==> config.mk <==
export PLATFORM = sky130hd
export DESIGN_NAME = gmp_modbus_port
export DESIGN_NICKNAME = d
export VERILOG_FILES = /design/src/core/gmp_pkg.sv /design/src/core/gmp_crc16.sv /design/src/core/gmp_modbus_port.sv
export SDC_FILE = /design/constraint.sdc
export NUM_CORES = 1
export LEC_CHECK = 0
export ABC_AREA = 1
export BUFFER_PORTS_ARGS = -buffer_cell sky130_fd_sc_hd__buf_2
export CORE_MARGIN = 1.5
export CORE_UTILIZATION = 45
export CTS_CLUSTER_DIAMETER = 30
export DETAILED_ROUTE_END_ITERATION = 6
export PLACE_DENSITY_LB_ADDON = 0.1
export SLEW_MARGIN = 20
export SYNTH_ARGS = -nofsm -noshare
export SYNTH_HDL_FRONTEND = slang
export SYNTH_SLANG_ARGS = --single-unit
export TNS_END_PERCENT = 20
==> constraint.sdc <==
create_clock -name clk -period 5.3 [get_ports clk]
set_input_delay 1.06 -clock clk [delete_from_list [all_inputs] [get_ports clk]]
set_output_delay 1.06 -clock clk [all_outputs]
set_load 0.01 [all_outputs]
==> src/core/gmp_pkg.sv <==
// Constants, field layouts and carrier types for the gripper Modbus status port
package gmp_pkg;

  // ****************************************
  // Timing
  // ****************************************
  localparam int CLK_HZ         = 125_000_000;
  localparam int REFRESH_HZ     = 200;
  localparam int REFRESH_CYCLES = CLK_HZ / REFRESH_HZ;

  // ****************************************
  // Function codes and unit identifiers
  // ****************************************
  localparam logic [7:0] FC_READ_HOLDING = 8'h03;
  localparam logic [7:0] FC_READ_INPUT   = 8'h04;
  localparam logic [7:0] FC_WRITE_MULTI  = 8'h10;
  localparam logic [7:0] TCP_UNIT_ID     = 8'h02;
  localparam logic [7:0] RTU_SLAVE_ID    = 8'h09;

  // ****************************************
  // Register map
  // ****************************************
  localparam logic [15:0] REG_GRIPPER_STATUS_WORD     = 16'h07d0;
  localparam logic [15:0] REG_FAULT_AND_POSITION_ECHO = 16'h07d1;
  localparam logic [15:0] REG_POSITION_AND_CURRENT    = 16'h07d2;
  localparam logic [15:0] RTU_STAT_BASE               = REG_GRIPPER_STATUS_WORD;
  localparam logic [15:0] RTU_CMD_BASE                = 16'h03e8;
  localparam logic [15:0] TCP_STAT_BASE               = 16'h0000;
  localparam logic [15:0] TCP_CMD_BASE                = 16'h0000;
  localparam int          MAP_WORDS                   = 8;
  localparam int          MAP_BYTES                   = 2 * MAP_WORDS;

  // Internal byte indices, word w = {byte 2w, byte 2w+1}
  localparam int SB_STATUS   = 0;
  localparam int SB_RESERVED = 1;
  localparam int SB_FAULT    = 2;
  localparam int SB_ECHO     = 3;
  localparam int SB_POSITION = 4;
  localparam int SB_CURRENT  = 5;
  localparam int CB_ACTION   = 0;
  localparam int CB_OPTIONS  = 1;
  localparam int CB_OPTIONS2 = 2;
  localparam int CB_POS_REQ  = 3;
  localparam int CB_SPEED    = 4;
  localparam int CB_FORCE    = 5;

  // ****************************************
  // Status byte fields
  // ****************************************
  localparam int         ACT_BIT       = 0;
  localparam int         GOTO_BIT      = 3;
  localparam int         STA_LSB       = 4;
  localparam int         OBJ_LSB       = 6;
  localparam logic [7:0] RESERVED_BYTE = 8'h00;
  localparam logic [1:0] OBJ_MOVING    = 2'h0;
  localparam logic [1:0] OBJ_AT_POS    = 2'h3;
  localparam logic [7:0] SOFT_OPEN_LIMIT      = 8'h0d;
  localparam int         CURRENT_MA_PER_COUNT = 10;

  // ****************************************
  // Framing
  // ****************************************
  localparam logic [7:0]  TCP_HDR_LEN  = 8'h06;
  localparam logic [7:0]  PDU_DATA_OFS = 8'h07;
  localparam logic [7:0]  CRC_LEN      = 8'h02;
  localparam logic [7:0]  RD_REQ_PDU   = 8'h06;
  localparam logic [7:0]  WR_RESP_PDU  = 8'h06;
  localparam logic [7:0]  RD_RESP_FIX  = 8'h03;
  localparam logic [15:0] TCP_PROTO_ID = 16'h0000;
  localparam logic [15:0] CRC_INIT     = 16'hffff;
  localparam logic [15:0] CRC_POLY     = 16'ha001;

  typedef struct packed {
    logic       activation_flag;
    logic       goto_active_flag;
    logic [1:0] motion_state;
    logic [1:0] object_detect_field;
    logic [7:0] fault;
    logic [7:0] position;
    logic [7:0] current;
  } gmp_core_status_s;

  typedef struct packed {
    logic [7:0] action;
    logic [7:0] options;
    logic [7:0] options2;
    logic [7:0] pos_req;
    logic [7:0] speed;
    logic [7:0] force_req;
  } gmp_cmd_s;

  typedef enum logic [0:0] {
    GMP_IDLE,
    GMP_SEND
  } gmp_state_e;

endpackage

==> src/core/gmp_crc16.sv <==
// Reflected 16-bit frame check accumulator, one byte per cycle
`timescale 1ns/1ps
module gmp_crc16 (
  input  wire logic        clk,
  input  wire logic        reset_n,
  input  wire logic        clear,
  input  wire logic        valid,
  input  wire logic [7:0]  data,
  output logic      [15:0] crc_q,
  output logic      [15:0] crc_next
);
  import gmp_pkg::*;

  always_comb begin
    logic [15:0] c;
    c = crc_q ^ {8'h00, data};
    for (int b = 0; b < 8; b++) begin
      c = c[0] ? ((c >> 1) ^ CRC_POLY) : (c >> 1);
    end
    crc_next = c;
  end

  always_ff @(posedge clk or negedge reset_n) begin
    if (!reset_n) begin
      crc_q <= CRC_INIT;
    end else if (clear) begin
      crc_q <= CRC_INIT;
    end else if (valid) begin
      crc_q <= crc_next;
    end
  end
endmodule

==> src/core/gmp_modbus_port.sv <==
// Modbus request interpreter and status word server of the gripper
`timescale 1ns/1ps
module gmp_modbus_port #(
  parameter int REFRESH_CYCLES_P = gmp_pkg::REFRESH_CYCLES
) (
  input  wire logic                      clk,
  input  wire logic                      reset_n,
  input  wire logic                      rtu_mode,
  input  wire logic                      session_open,
  input  wire logic                      rx_valid,
  input  wire logic [7:0]                rx_byte,
  input  wire logic                      rx_end,
  input  wire logic                      tx_ready,
  input  wire gmp_pkg::gmp_core_status_s core_status,
  output logic                           tx_valid_q,
  output logic      [7:0]                tx_byte_q,
  output logic                           tx_last_q,
  output gmp_pkg::gmp_cmd_s              cmd_q,
  output logic      [7:0]                target_pos_q,
  output logic                           motion_stop_q,
  output logic                           crc_error_q,
  output logic                           req_done_q
);
  import gmp_pkg::*;

  // ****************************************
  // Declarations
  // ****************************************
  gmp_state_e  state_q;
  logic [7:0]  idx_q;
  logic [15:0] tid_q;
  logic [15:0] pid_q;
  logic [15:0] len_q;
  logic [7:0]  unit_q;
  logic [7:0]  fc_q;
  logic [15:0] addr_q;
  logic [15:0] cnt_q;
  logic [7:0]  bc_q;
  logic [7:0]  stat_q  [MAP_BYTES];
  logic [7:0]  cmem_q  [MAP_BYTES];
  logic [7:0]  stage_q [MAP_BYTES];
  logic [7:0]  tx_idx_q;
  logic [7:0]  resp_len_q;
  logic [31:0] refresh_cnt_q;
  logic        refresh_pend_q;
  logic [15:0] rx_crc_q;
  logic [15:0] tx_crc_q;
  logic [15:0] tx_crc_next;
  logic [7:0]  hdr;
  logic [7:0]  pos;
  logic        is_wr;
  logic [15:0] rel_word;
  logic [16:0] word_end;
  logic [8:0]  rel_byte;
  logic        range_ok;
  logic        accept;
  logic [7:0]  body_len;
  logic [7:0]  resp_len;
  logic [7:0]  nidx;
  logic [7:0]  rb;
  logic        rx_take;
  logic        tx_fire;
  logic        tx_crc_feed;
  logic        refresh_tick;

  assign hdr     = rtu_mode ? 8'h00 : TCP_HDR_LEN;
  assign pos     = idx_q - hdr;
  assign is_wr   = (fc_q == FC_WRITE_MULTI);
  assign rx_take = rx_valid && (state_q == GMP_IDLE);
  assign tx_fire = tx_valid_q && tx_ready;

  // ****************************************
  // Request decode
  // ****************************************
  always_comb begin
    logic [15:0] base;
    logic [7:0]  exp_len;
    logic        unit_ok;
    logic        fc_ok;
    logic        bc_ok;
    logic        tcp_ok;
    logic        crc_ok;
    // Base selection
    base     = rtu_mode ? (is_wr ? RTU_CMD_BASE : RTU_STAT_BASE) : (is_wr ? TCP_CMD_BASE : TCP_STAT_BASE);
    rel_word = addr_q - base;
    word_end = {1'b0, rel_word} + {1'b0, cnt_q};
    rel_byte = {rel_word[7:0], 1'b0};
    range_ok = (cnt_q != 16'h0000) && (word_end <= 17'(MAP_WORDS));
    // Unit
    unit_ok  = rtu_mode ? (unit_q == RTU_SLAVE_ID) : (unit_q == TCP_UNIT_ID);
    // Function set
    fc_ok    = is_wr || (fc_q == (rtu_mode ? FC_READ_HOLDING : FC_READ_INPUT));
    bc_ok    = !is_wr || ({8'h00, bc_q} == {cnt_q[14:0], 1'b0});
    exp_len  = hdr + PDU_DATA_OFS - 8'h01 + (is_wr ? (bc_q + 8'h01) : 8'h00) + (rtu_mode ? CRC_LEN : 8'h00);
    if (!is_wr) begin
      exp_len = hdr + RD_REQ_PDU + (rtu_mode ? CRC_LEN : 8'h00);
    end
    tcp_ok   = rtu_mode || ((pid_q == TCP_PROTO_ID) && (len_q == {8'h00, idx_q - TCP_HDR_LEN}));
    // Frame
    crc_ok   = !rtu_mode || (rx_crc_q == 16'h0000);
    accept   = rx_end && (state_q == GMP_IDLE) && unit_ok && fc_ok && range_ok && bc_ok &&
               (idx_q == exp_len) && tcp_ok && crc_ok;
    // Reply sizing
    body_len = is_wr ? WR_RESP_PDU : (RD_RESP_FIX + {cnt_q[6:0], 1'b0});
    resp_len = hdr + body_len + (rtu_mode ? CRC_LEN : 8'h00);
  end

  // ****************************************
  // Request capture
  // ****************************************
  always_ff @(posedge clk or negedge reset_n) begin
    if (!reset_n) begin
      idx_q  <= 8'h00;
      tid_q  <= 16'h0000;
      pid_q  <= 16'h0000;
      len_q  <= 16'h0000;
      unit_q <= 8'h00;
      fc_q   <= 8'h00;
      addr_q <= 16'h0000;
      cnt_q  <= 16'h0000;
      bc_q   <= 8'h00;
    end else if (rx_end) begin
      idx_q <= 8'h00;
    end else if (rx_take) begin
      // Saturate so an overlong frame can never alias a legal length
      if (idx_q != 8'hff) begin
        idx_q <= idx_q + 8'h01;
      end
      if (!rtu_mode && idx_q < TCP_HDR_LEN) begin
        case (idx_q)
          8'h00:   tid_q[15:8] <= rx_byte;
          8'h01:   tid_q[7:0]  <= rx_byte;
          8'h02:   pid_q[15:8] <= rx_byte;
          8'h03:   pid_q[7:0]  <= rx_byte;
          8'h04:   len_q[15:8] <= rx_byte;
          default: len_q[7:0]  <= rx_byte;
        endcase
      end else begin
        case (pos)
          8'h00:   unit_q       <= rx_byte;
          8'h01:   fc_q         <= rx_byte;
          8'h02:   addr_q[15:8] <= rx_byte;
          8'h03:   addr_q[7:0]  <= rx_byte;
          8'h04:   cnt_q[15:8]  <= rx_byte;
          8'h05:   cnt_q[7:0]   <= rx_byte;
          8'h06:   bc_q         <= rx_byte;
          default: ;
        endcase
      end
    end
  end

  // ****************************************
  // Write staging
  // ****************************************
  // Data is held aside so a frame that fails its checks changes nothing
  always_ff @(posedge clk or negedge reset_n) begin
    if (!reset_n) begin
      for (int b = 0; b < MAP_BYTES; b++) begin
        stage_q[b] <= 8'h00;
      end
    end else if (rx_take && (idx_q >= hdr) && (pos >= PDU_DATA_OFS)) begin
      // Byte pairing
      for (int b = 0; b < MAP_BYTES; b++) begin
        if (((pos - PDU_DATA_OFS) < bc_q) && (rel_word < 16'(MAP_WORDS)) &&
            ((rel_byte + {1'b0, pos - PDU_DATA_OFS}) == 9'(b))) begin
          stage_q[b] <= rx_byte;
        end
      end
    end
  end

  // ****************************************
  // Command bytes and motion control
  // ****************************************
  always_ff @(posedge clk or negedge reset_n) begin
    if (!reset_n) begin
      for (int b = 0; b < MAP_BYTES; b++) begin
        cmem_q[b] <= 8'h00;
      end
    end else if (accept && is_wr) begin
      for (int b = 0; b < MAP_BYTES; b++) begin
        if ((9'(b) >= rel_byte) && (9'(b) < rel_byte + {cnt_q[7:0], 1'b0})) begin
          cmem_q[b] <= stage_q[b];
        end
      end
    end
  end

  always_ff @(posedge clk or negedge reset_n) begin
    if (!reset_n) begin
      cmd_q         <= '0;
      target_pos_q  <= SOFT_OPEN_LIMIT;
      motion_stop_q <= 1'b1;
      crc_error_q   <= 1'b0;
    end else begin
      cmd_q         <= {cmem_q[CB_ACTION], cmem_q[CB_OPTIONS], cmem_q[CB_OPTIONS2],
                        cmem_q[CB_POS_REQ], cmem_q[CB_SPEED], cmem_q[CB_FORCE]};
      // Opening limit
      target_pos_q  <= (cmem_q[CB_POS_REQ] < SOFT_OPEN_LIMIT) ? SOFT_OPEN_LIMIT : cmem_q[CB_POS_REQ];
      // Session loss stop
      motion_stop_q <= !rtu_mode && !session_open;
      // Bad check flag
      crc_error_q   <= rx_end && rtu_mode && (idx_q != 8'h00) && (rx_crc_q != 16'h0000);
    end
  end

  // ****************************************
  // Status refresh
  // ****************************************
  assign refresh_tick = (refresh_cnt_q == 32'(REFRESH_CYCLES_P - 1));

  // Refresh rate
  always_ff @(posedge clk or negedge reset_n) begin
    if (!reset_n) begin
      refresh_cnt_q <= 32'h0000_0000;
    end else if (refresh_tick) begin
      refresh_cnt_q <= 32'h0000_0000;
    end else begin
      refresh_cnt_q <= refresh_cnt_q + 32'h0000_0001;
    end
  end

  // Snapshot is frozen while a reply goes out, so one reply never mixes two samples
  always_ff @(posedge clk or negedge reset_n) begin
    if (!reset_n) begin
      refresh_pend_q <= 1'b0;
      for (int b = 0; b < MAP_BYTES; b++) begin
        stat_q[b] <= 8'h00;
      end
    end else if ((refresh_tick || refresh_pend_q) && (state_q == GMP_IDLE)) begin
      refresh_pend_q <= 1'b0;
      for (int b = 0; b < MAP_BYTES; b++) begin
        stat_q[b] <= 8'h00;
      end
      // Status byte fields
      stat_q[SB_STATUS]   <= (8'(core_status.object_detect_field) << OBJ_LSB) |
                             (8'(core_status.motion_state) << STA_LSB) |
                             (8'(core_status.goto_active_flag) << GOTO_BIT) |
                             (8'(core_status.activation_flag) << ACT_BIT);
      stat_q[SB_RESERVED] <= RESERVED_BYTE;
      // Fault and echo
      stat_q[SB_FAULT]    <= core_status.fault;
      stat_q[SB_ECHO]     <= cmem_q[CB_POS_REQ];
      // Position and current
      stat_q[SB_POSITION] <= (core_status.position < SOFT_OPEN_LIMIT) ? SOFT_OPEN_LIMIT : core_status.position;
      stat_q[SB_CURRENT]  <= core_status.current;
    end else if (refresh_tick) begin
      refresh_pend_q <= 1'b1;
    end
  end

  // ****************************************
  // Reply byte builder
  // ****************************************
  always_comb begin
    logic [7:0] rp;
    logic [8:0] sidx;
    nidx = (state_q == GMP_IDLE) ? 8'h00 : (tx_idx_q + 8'h01);
    rp   = nidx - hdr;
    sidx = rel_byte + {1'b0, rp} - 9'h003;
    rb   = 8'h00;
    if (!rtu_mode && (nidx < TCP_HDR_LEN)) begin
      case (nidx)
        8'h00:   rb = tid_q[15:8];
        8'h01:   rb = tid_q[7:0];
        8'h05:   rb = body_len;
        default: rb = 8'h00;
      endcase
    end else if (rtu_mode && (nidx >= resp_len - CRC_LEN)) begin
      // Reply check, low byte first
      rb = (nidx == resp_len - CRC_LEN) ? tx_crc_next[7:0] : tx_crc_q[15:8];
    end else begin
      // Write echo read layout
      case (rp)
        8'h00:   rb = unit_q;
        8'h01:   rb = fc_q;
        8'h02:   rb = is_wr ? addr_q[15:8] : {cnt_q[6:0], 1'b0};
        8'h03:   rb = is_wr ? addr_q[7:0] : stat_q[sidx[3:0]];
        8'h04:   rb = is_wr ? cnt_q[15:8] : stat_q[sidx[3:0]];
        8'h05:   rb = is_wr ? cnt_q[7:0] : stat_q[sidx[3:0]];
        default: rb = stat_q[sidx[3:0]];
      endcase
    end
  end

  // ****************************************
  // Reply sequencer
  // ****************************************
  always_ff @(posedge clk or negedge reset_n) begin
    if (!reset_n) begin
      state_q    <= GMP_IDLE;
      tx_valid_q <= 1'b0;
      tx_byte_q  <= 8'h00;
      tx_last_q  <= 1'b0;
      tx_idx_q   <= 8'h00;
      resp_len_q <= 8'h00;
      req_done_q <= 1'b0;
    end else begin
      req_done_q <= 1'b0;
      case (state_q)
        GMP_IDLE: begin
          if (accept) begin
            state_q    <= GMP_SEND;
            tx_valid_q <= 1'b1;
            tx_byte_q  <= rb;
            tx_last_q  <= 1'b0;
            tx_idx_q   <= 8'h00;
            resp_len_q <= resp_len;
          end
        end
        GMP_SEND: begin
          if (tx_fire) begin
            if (tx_last_q) begin
              state_q    <= GMP_IDLE;
              tx_valid_q <= 1'b0;
              tx_last_q  <= 1'b0;
              req_done_q <= 1'b1;
            end else begin
              tx_idx_q  <= nidx;
              tx_byte_q <= rb;
              tx_last_q <= (nidx == resp_len_q - 8'h01);
            end
          end
        end
        default: begin
          state_q    <= GMP_IDLE;
          tx_valid_q <= 1'b0;
        end
      endcase
    end
  end

  assign tx_crc_feed = tx_fire && rtu_mode && (tx_idx_q < resp_len_q - CRC_LEN);

  gmp_crc16 u_rx_crc (
    .clk      (clk),
    .reset_n  (reset_n),
    .clear    (rx_end),
    .valid    (rx_take),
    .data     (rx_byte),
    .crc_q    (rx_crc_q),
    .crc_next ()
  );

  gmp_crc16 u_tx_crc (
    .clk      (clk),
    .reset_n  (reset_n),
    .clear    (accept),
    .valid    (tx_crc_feed),
    .data     (tx_byte_q),
    .crc_q    (tx_crc_q),
    .crc_next (tx_crc_next)
  );
endmodule

==> summary.md, run 1 <==
| Metric | Value |
|---|---|
| Fin. max-slew vios | `0` |
| Relative slew margins | `33.6%` |
| Hold Crit Class | `flop to flop` |
| Synthesized cell area | `23,100 sq um` |
| Dpl cell area | `24,300 sq um` |
| Die Area | `~53,000 sq um` |
| Leakage | `between 0.01 and 0.015 uW` |
| Io pins | `~110` |
| First-pass GRT wire length | `between 100,000 and 150,000 um` |
| Ant diodes | `0` |
| Initial Util | `a little under half` |
| Initial antenna violation count | `1` |
| Residual DRC | `0` |
| Status | `finished, final reports clean` |
| Grt ovf | `0` |
| Sequential area share after synthesis | `between 40% and 50%` |
| Number of synthesized flops with an enable pin | `0` |
| Initial DRC count | `1,559` |
| Placed Cells | `roughly 3,800` |
| Hold_buf cts | `0` |
| Detail Route Antenna Nets | `0` |
| Clock period minus worst slack | `~5000 ps` |
| Final worst path period share | `95.0%` |
| Avg Inst Size Synth | `7.59 sq um` |
| Rows | `82` |
| Num CTS Buffers | `between 100 and 150` |
| Clk_lat worst skew | `640 ps` |
| CTS root buffer | `clkbuf_16` |
| Fin area | `about 28,000 sq um` |
| Slowest stage delay, CP | `430 ps` |
| Syn_nets | `about 3,200` |
| Synth Warn # | `0` |
| Die Wd | `~230 um` |
| Asr flop ratio synth | `100%` |
| Worst-Margin Slew | `993 ps` |
| Synthesized flop and latch total | `397` |
| CP required | `slightly below 6000 ps` |
| Synth Flop Type | `dfrtp_1` |
| First-pass DRT Iterations | `6` |
| Skew final | `roughly 23 ps` |
| Non-filler cells in the finished layout | `between 3,000 and 4,000` |
| CP startpoint kind | `flop` |
| Htree depth | `3` |
| Pin count of the biggest net entering global routing | `approximately 110` |
| Final GP Congestion | `between 0.9 and 1` |
| Max-Cap Viols | `0` |
| Longest Clk Path Bufs | `3` |
| Pwr dens | `~350 nW/um^2` |
| Worst vdd ir | `between 300 and 400 uV` |
| Hold path startpoint | `cmem_q[104]` |
| Setup Viol. Count Final | `0` |
| Worst setup margin | `around 270 ps` |
| Critical setup path kind | `flop to flop` |
| Total track usage | `25.7%` |
| Area Growth Syn to Fin | `21.3%` |
| Share of post-route cells with drive strength above 1 | `between 15 and 20%` |
| HPWL Detailed | `~48,000 um` |
| Vias in the first global route | `roughly 20,000` |
| CP top delay family | `simple AND/OR/NAND/NOR gates` |
| CP max stage cell | `dfrtp_1` |
| Post-layout util | `55.5%` |
| Worst-path clk slew | `roughly 40 ps` |
| CTS Sinks | `slightly below 400` |
| Mapped Cells | `~3,000` |
| Worst slack, placed | `-156 ps` |
| Cell variety after synth | `62` |
| Core Area | `50,400 sq um` |
| PortBufs | `around 110` |
| CP Capture Type | `flop` |
| Vias | `between 20,000 and 25,000` |
| Fmax achieved | `roughly 0.20 GHz` |
| Worst setup path start | `fc_q[2]` |
| CP Max Fanout | `9` |
| Layout net count | `3,335` |
| Total Wirelength | `approximately 67,000 um` |
| Final Hold Fails | `0` |
| Crit path top cell by count | `nand2_1` |
| Crit path DAT | `5560 ps` |
| Die Y | `229 um` |
| CP Buf/Inv Count | `6` |
| Avg WL per Cell | `around 17 um` |
| Avg Vias per Cell | `5.18` |
| Reg2reg start | `fc_q[2]` |
| CTS tree | `yes` |
-- report_power, final --
part | internal [uW] | switching, uW
clock | 4440 | 1900
combinational | 98.4 | 253
sequential | 3040 | 0.0659
total | 7580 | 2160
-- Yosys cell counts (17+ instances only) --
cell	count	area, sq um
o211ai_1	23	173
dfrtp_1	361	9030
inv_2	24	90.1
ha_1	84	1050
nand2_2	19	119
a21oi_1	103	515
nor2_2	34	213
clkbuf_1	55	206
nor3_1	42	210
buf_2	17	85.1
nand3_1	214	1070
dfstp_2	36	946
nor2_1	297	1110
nor4_1	17	106
inv_1	420	1580
o21ai_0	207	1040
xor2_1	60	526
nand2_1	779	2920
xnor2_1	44	385
nand4_1	68	425
-- path summary, 6_finish.rpt --
path	endpoint	slack (ps)	depth (start not counted)
worst max-delay path	tx_byte_q[7]	270	33
worst min-delay path	cmd_q[24]	370	0
worst max register to register	tx_byte_q[7]	270	33
worst min register to register	cmd_q[24]	370	0
max in group asynchronous	crc_error_q	3680	2
min in group asynchronous	refresh_cnt_q[4]	500	1
-- layout make-up --
type,count,area [sq um]
clock buffer,138,2900
clock inverter,53,702
fill,4668,22400
inverter,447,1680
multi-input combinational,2099,10900
sequential,397,9980
tap,672,841
timing repair buffer,151,915
-- timing repair --
action | 4_1_cts | 5_1_grt
pin swaps | 0 | 3
resized for setup | 2 | 21
endpoints found under the setup margin | 3 | 87
buffers inserted | 0 | 1
-- placed cells by master (no fill, tap or decap), types with 7 or more instances in the layout --
cell type,count
nand2_1,775
inv_1,418
dfrtp_1,361
nor2_1,291
nand3_1,214
o21ai_0,206
buf_2,112
clkbuf_16,103
a21oi_1,99
ha_1,80
nand4_1,68
xor2_1,60
xnor2_1,44
nor3_1,42
nor2_2,39
dfstp_2,36
buf_4,33
inv_2,25
o211ai_1,23
nand2_2,22
clkbuf_8,19
nor4_1,17
clkinv_2,17
clkbuf_1,16
clkinvlp_4,13
bufinv_16,13
or2_2,11
o22ai_1,10
o21ai_1,8
nand3b_1,8
fa_1,8
nor2_4,7
-- kinds of logic after synthesis --
group,synth area share (%)
buffers and inverters,9.60
DFF,43.3
muxes,0.0434
AOI/OAI and AO/OA,9.22
adders and majority gates,5.25
and+or+nand+nor,28.6
xor gates and xnor gates,3.95
-- metrics by stage --
step | setup TNS, ps | power (uW) | hold slack [ps]
after floorplan | 0 | 3280 | 354
after global placement | -3540 | 3430 | 362
after detailed placement | -7080 | 3440 | 366
after CTS | 0 | 9840 | 370
after global routing | -22.1 | 10100 | 383
final | 0 | 9740 | 366
-- routing by layer --
layer | part of all wire [%] | wire length [um] | GRT usage [%]
met1 | 47 | 31000 | 36.1
met2 | 44 | 29400 | 39.2
met3 | 6.1 | 4060 | 4.86
met4 | 3.1 | 2050 | 9.99
met5 | 0 | 0 | 0
-- flip-flops by register name (all words and copies together), names as in the netlist, 16 cells and up --
signal / cells
refresh_cnt_q: 32
stat_q: 38
u_tx_crc.crc_q: 16
addr_q: 16
cmd_q: 48
stage_q: 48
u_rx_crc.crc_q: 16
tid_q: 16
cmem_q: 48
len_q: 16
cnt_q: 16
pid_q: 16
No activity file was read; power rests on OpenSTA's default activity.
==> inputs of run 2 (changes only) <==
MAX_ROUTING_LAYER = met4   (was not set)
==> summary.md, run 2 (same netlist as run 1, synthesis figures left out) <==
| Metric | Value |
|---|---|
| CP top delay family | `simple AND/OR/NAND/NOR gates` |
| Worst vdd ir | `253 uV (-27%)` |
| Pint | `7570 uW (about the same)` |
| Hold Crit Class | `input pin to asynchronous set/reset pin` |
| Crit path top cell by count | `nand2_1` |
| Residual DRC | `0 (unchanged)` |
| Initial Util | `45.8% (unchanged)` |
| Setup Viol. Count Final | `0 (unchanged)` |
| Io pins | `114 (unchanged)` |
| First-pass GRT wire length | `108,000 um (+0.50%)` |
| CP Max Fanout | `32 (+23)` |
| Biggest registers after layout | `cmd_q (48), cmem_q (48), stage_q (48)` |
| CP max stage cell | `dfrtp_1` |
| Worst setup margin | `385 ps (+118 ps)` |
| Clock period minus worst slack | `4920 ps (-118 ps)` |
| CP startpoint kind | `flop` |
| Ant diodes | `0 (unchanged)` |
| Fmax achieved | `0.203 GHz (+2.4%)` |
| Seq pwr share | `31.0% (-0.3 points)` |
| Grt ovf | `0 (unchanged)` |
| Clk pwr share | `65.4% (+0.3 points)` |
| CTS tree | `yes` |
| CTS root buffer | `clkbuf_16` |
| Status | `finished, final reports clean` |
| Sw frac | `22.8% (+0.68 points)` |
| Core Area | `50,400 sq um (unchanged)` |
| Layout net count | `3,333 (-0.060%)` |
| Commonest non-fill, non-tap cell in the layout | `nand2_1` |
| Total Wirelength | `67,800 um (+2.0%)` |
| Worst-Margin Slew | `1040 ps (+45.5 ps)` |
| Critical setup path kind | `flop to flop` |
| CTS Sinks | `397 (unchanged)` |
| Die Y | `229 um (unchanged)` |
| Die Area | `52,600 sq um (unchanged)` |
| PortBufs | `113 (unchanged)` |
| Multi-input gate area | `10,900 sq um (-0.19%)` |
| Crit Reg-Reg Endpoint | `cmem_q[118]` |
| Worst-path clk slew | `50 ps (about the same)` |
| Hold_buf cts | `0 (unchanged)` |
| Worst slack, placed | `-89.3 ps (+66.5 ps)` |
| Relative slew margins | `30.6% (-3.0 points)` |
| First-pass DRT Iterations | `5 (-1)` |
| Final Hold Fails | `0 (unchanged)` |
| Clk_lat worst skew | `650 ps (about the same)` |
| Final GP Congestion | `0.938 (+0.43%)` |
| Avg WL per Cell | `17.2 um (+2.1%)` |
| Rows | `82 (unchanged)` |
| Reg2reg path depth | `28 (-15%)` |
| Detail Route Antenna Nets | `0 (unchanged)` |
| Crit path DAT | `5440 ps (-120 ps)` |
| HPWL Detailed | `48,800 um (+1.4%)` |
| Worst hold slack | `293 ps (-73.4 ps)` |
| Leakage | `0.0143 uW (+0.17%)` |
| Area Growth Syn to Fin | `21.4%` |
| Vias | `20,600 (+0.52%)` |
| Avg Vias per Cell | `5.21 (+0.62%)` |
| Total power | `9820 uW (+0.80%)` |
| Reg2reg setup slack | `380 ps (+120 ps)` |
| Most frequent cells in the layout | `nand2_1 (776), inv_1 (418), dfrtp_1 (361), nor2_1 (294), nand3_1 (214)` |
| Final worst path period share | `92.7% (-2.2 points)` |
| Pin count of the biggest net entering global routing | `135 (+21%)` |
| Comb pwr share | `3.6% (about the same)` |
| Vias in the first global route | `20,000 (+0.025%)` |
| Max-Cap Viols | `0 (unchanged)` |
| Reg2reg start | `fc_q[2]` |
| Skew final | `32.4 ps (+9.56 ps)` |
| CP required | `5820 ps (about the same)` |
| CP Capture Type | `flop` |
| Num CTS Buffers | `98 (-3.9%)` |
| Initial antenna violation count | `0 (-1)` |
| Initial DRC count | `1,518 (-2.6%)` |
| Htree depth | `3 (unchanged)` |
| Longest Clk Path Bufs | `3 (unchanged)` |
| Switching power | `2240 uW (+3.9%)` |
| Fin. max-slew vios | `0 (unchanged)` |
| Fillers | `4,767 (+2.1%)` |
| CP Buf/Inv Count | `4 (-2)` |
| Total track usage | `26.6% (+0.96 points)` |
| Slowest stage delay, CP | `440 ps (about the same)` |
| Register Area | `9980 sq um (unchanged)` |
| Share of post-route cells with drive strength above 1 | `14.8% (-0.32 points)` |
| Post-layout util | `55.6% (+0.077 points)` |
| Die Wd | `229 um (unchanged)` |
| Pwr dens | `351 nW/um^2 (+0.66%)` |
run 2: cell count changes in the layout (fill, tap and decap cells not counted), moves of 4 or more:
cell       previous run  this run
clkbuf_8             19        12
clkbuf_16           103        98
bufinv_16            13        17
nor2_2               39        35
ha_1                 80        84
inv_8                 0         5
run 2: metrics by stage:
step / TNS [ps] / std cells / instance area, sq um
finish: 0 / 3953 / 28000
global route: -5.30 / 3953 / 28000
CTS: 0 / 3950 / 27900
detailed placement: -612 / 3765 / 24300
global placement: -805 / 3765 / 24300
floorplan: 0 / 3036 / 23100
run 2: metal layers:
layer  track usage [%]  up-vias  routed length, um
met1              35.3     9811              30700
li1                  -    10000                  -
met2              40.4      602              30600
met4              9.75        0               2150
met3              5.35      149               4320
met5                 -        -                  0
run 2: layout make-up:
type	instances	share of cell area [%]
Clock buffer	124	9.54
Clock inverter	61	3.37
Inverter	447	6.02
Multi-Input combinational cell	2099	39.0
Sequential cell	397	35.6
Tap cell	672	3.00
Timing Repair Buffer	153	3.42
run 2: worst max-delay path by stage:
stage,from,to,slack (ps),cells after the start
3_5_place_dp,rtu_mode,tx_byte_q[0],-90,26
4_1_cts,fc_q[2],tx_byte_q[3],30,27
5_1_grt,fc_q[2],cmem_q[92],-3,29
3_3_place_gp,rtu_mode,tx_byte_q[0],-130,27
2_1_floorplan,rtu_mode,stage_q[100],230,20
6_report,fc_q[2],cmem_q[118],380,28
run 2: timing repair:
action,in CTS,in global routing
buffers inserted,0,2
endpoints found under the setup margin,0,80
gates resized for setup,0,15
run 2: power by group through the flow:
stage | combinational [uW] | sequential, uW | clock, uW
2_1_floorplan | 187 | 3090 | 0
3_3_place_gp | 346 | 3090 | 0
3_5_place_dp | 350 | 3090 | 0
4_1_cts | 353 | 3040 | 6510
5_1_grt | 397 | 3040 | 6680
6_report | 354 | 3040 | 6420
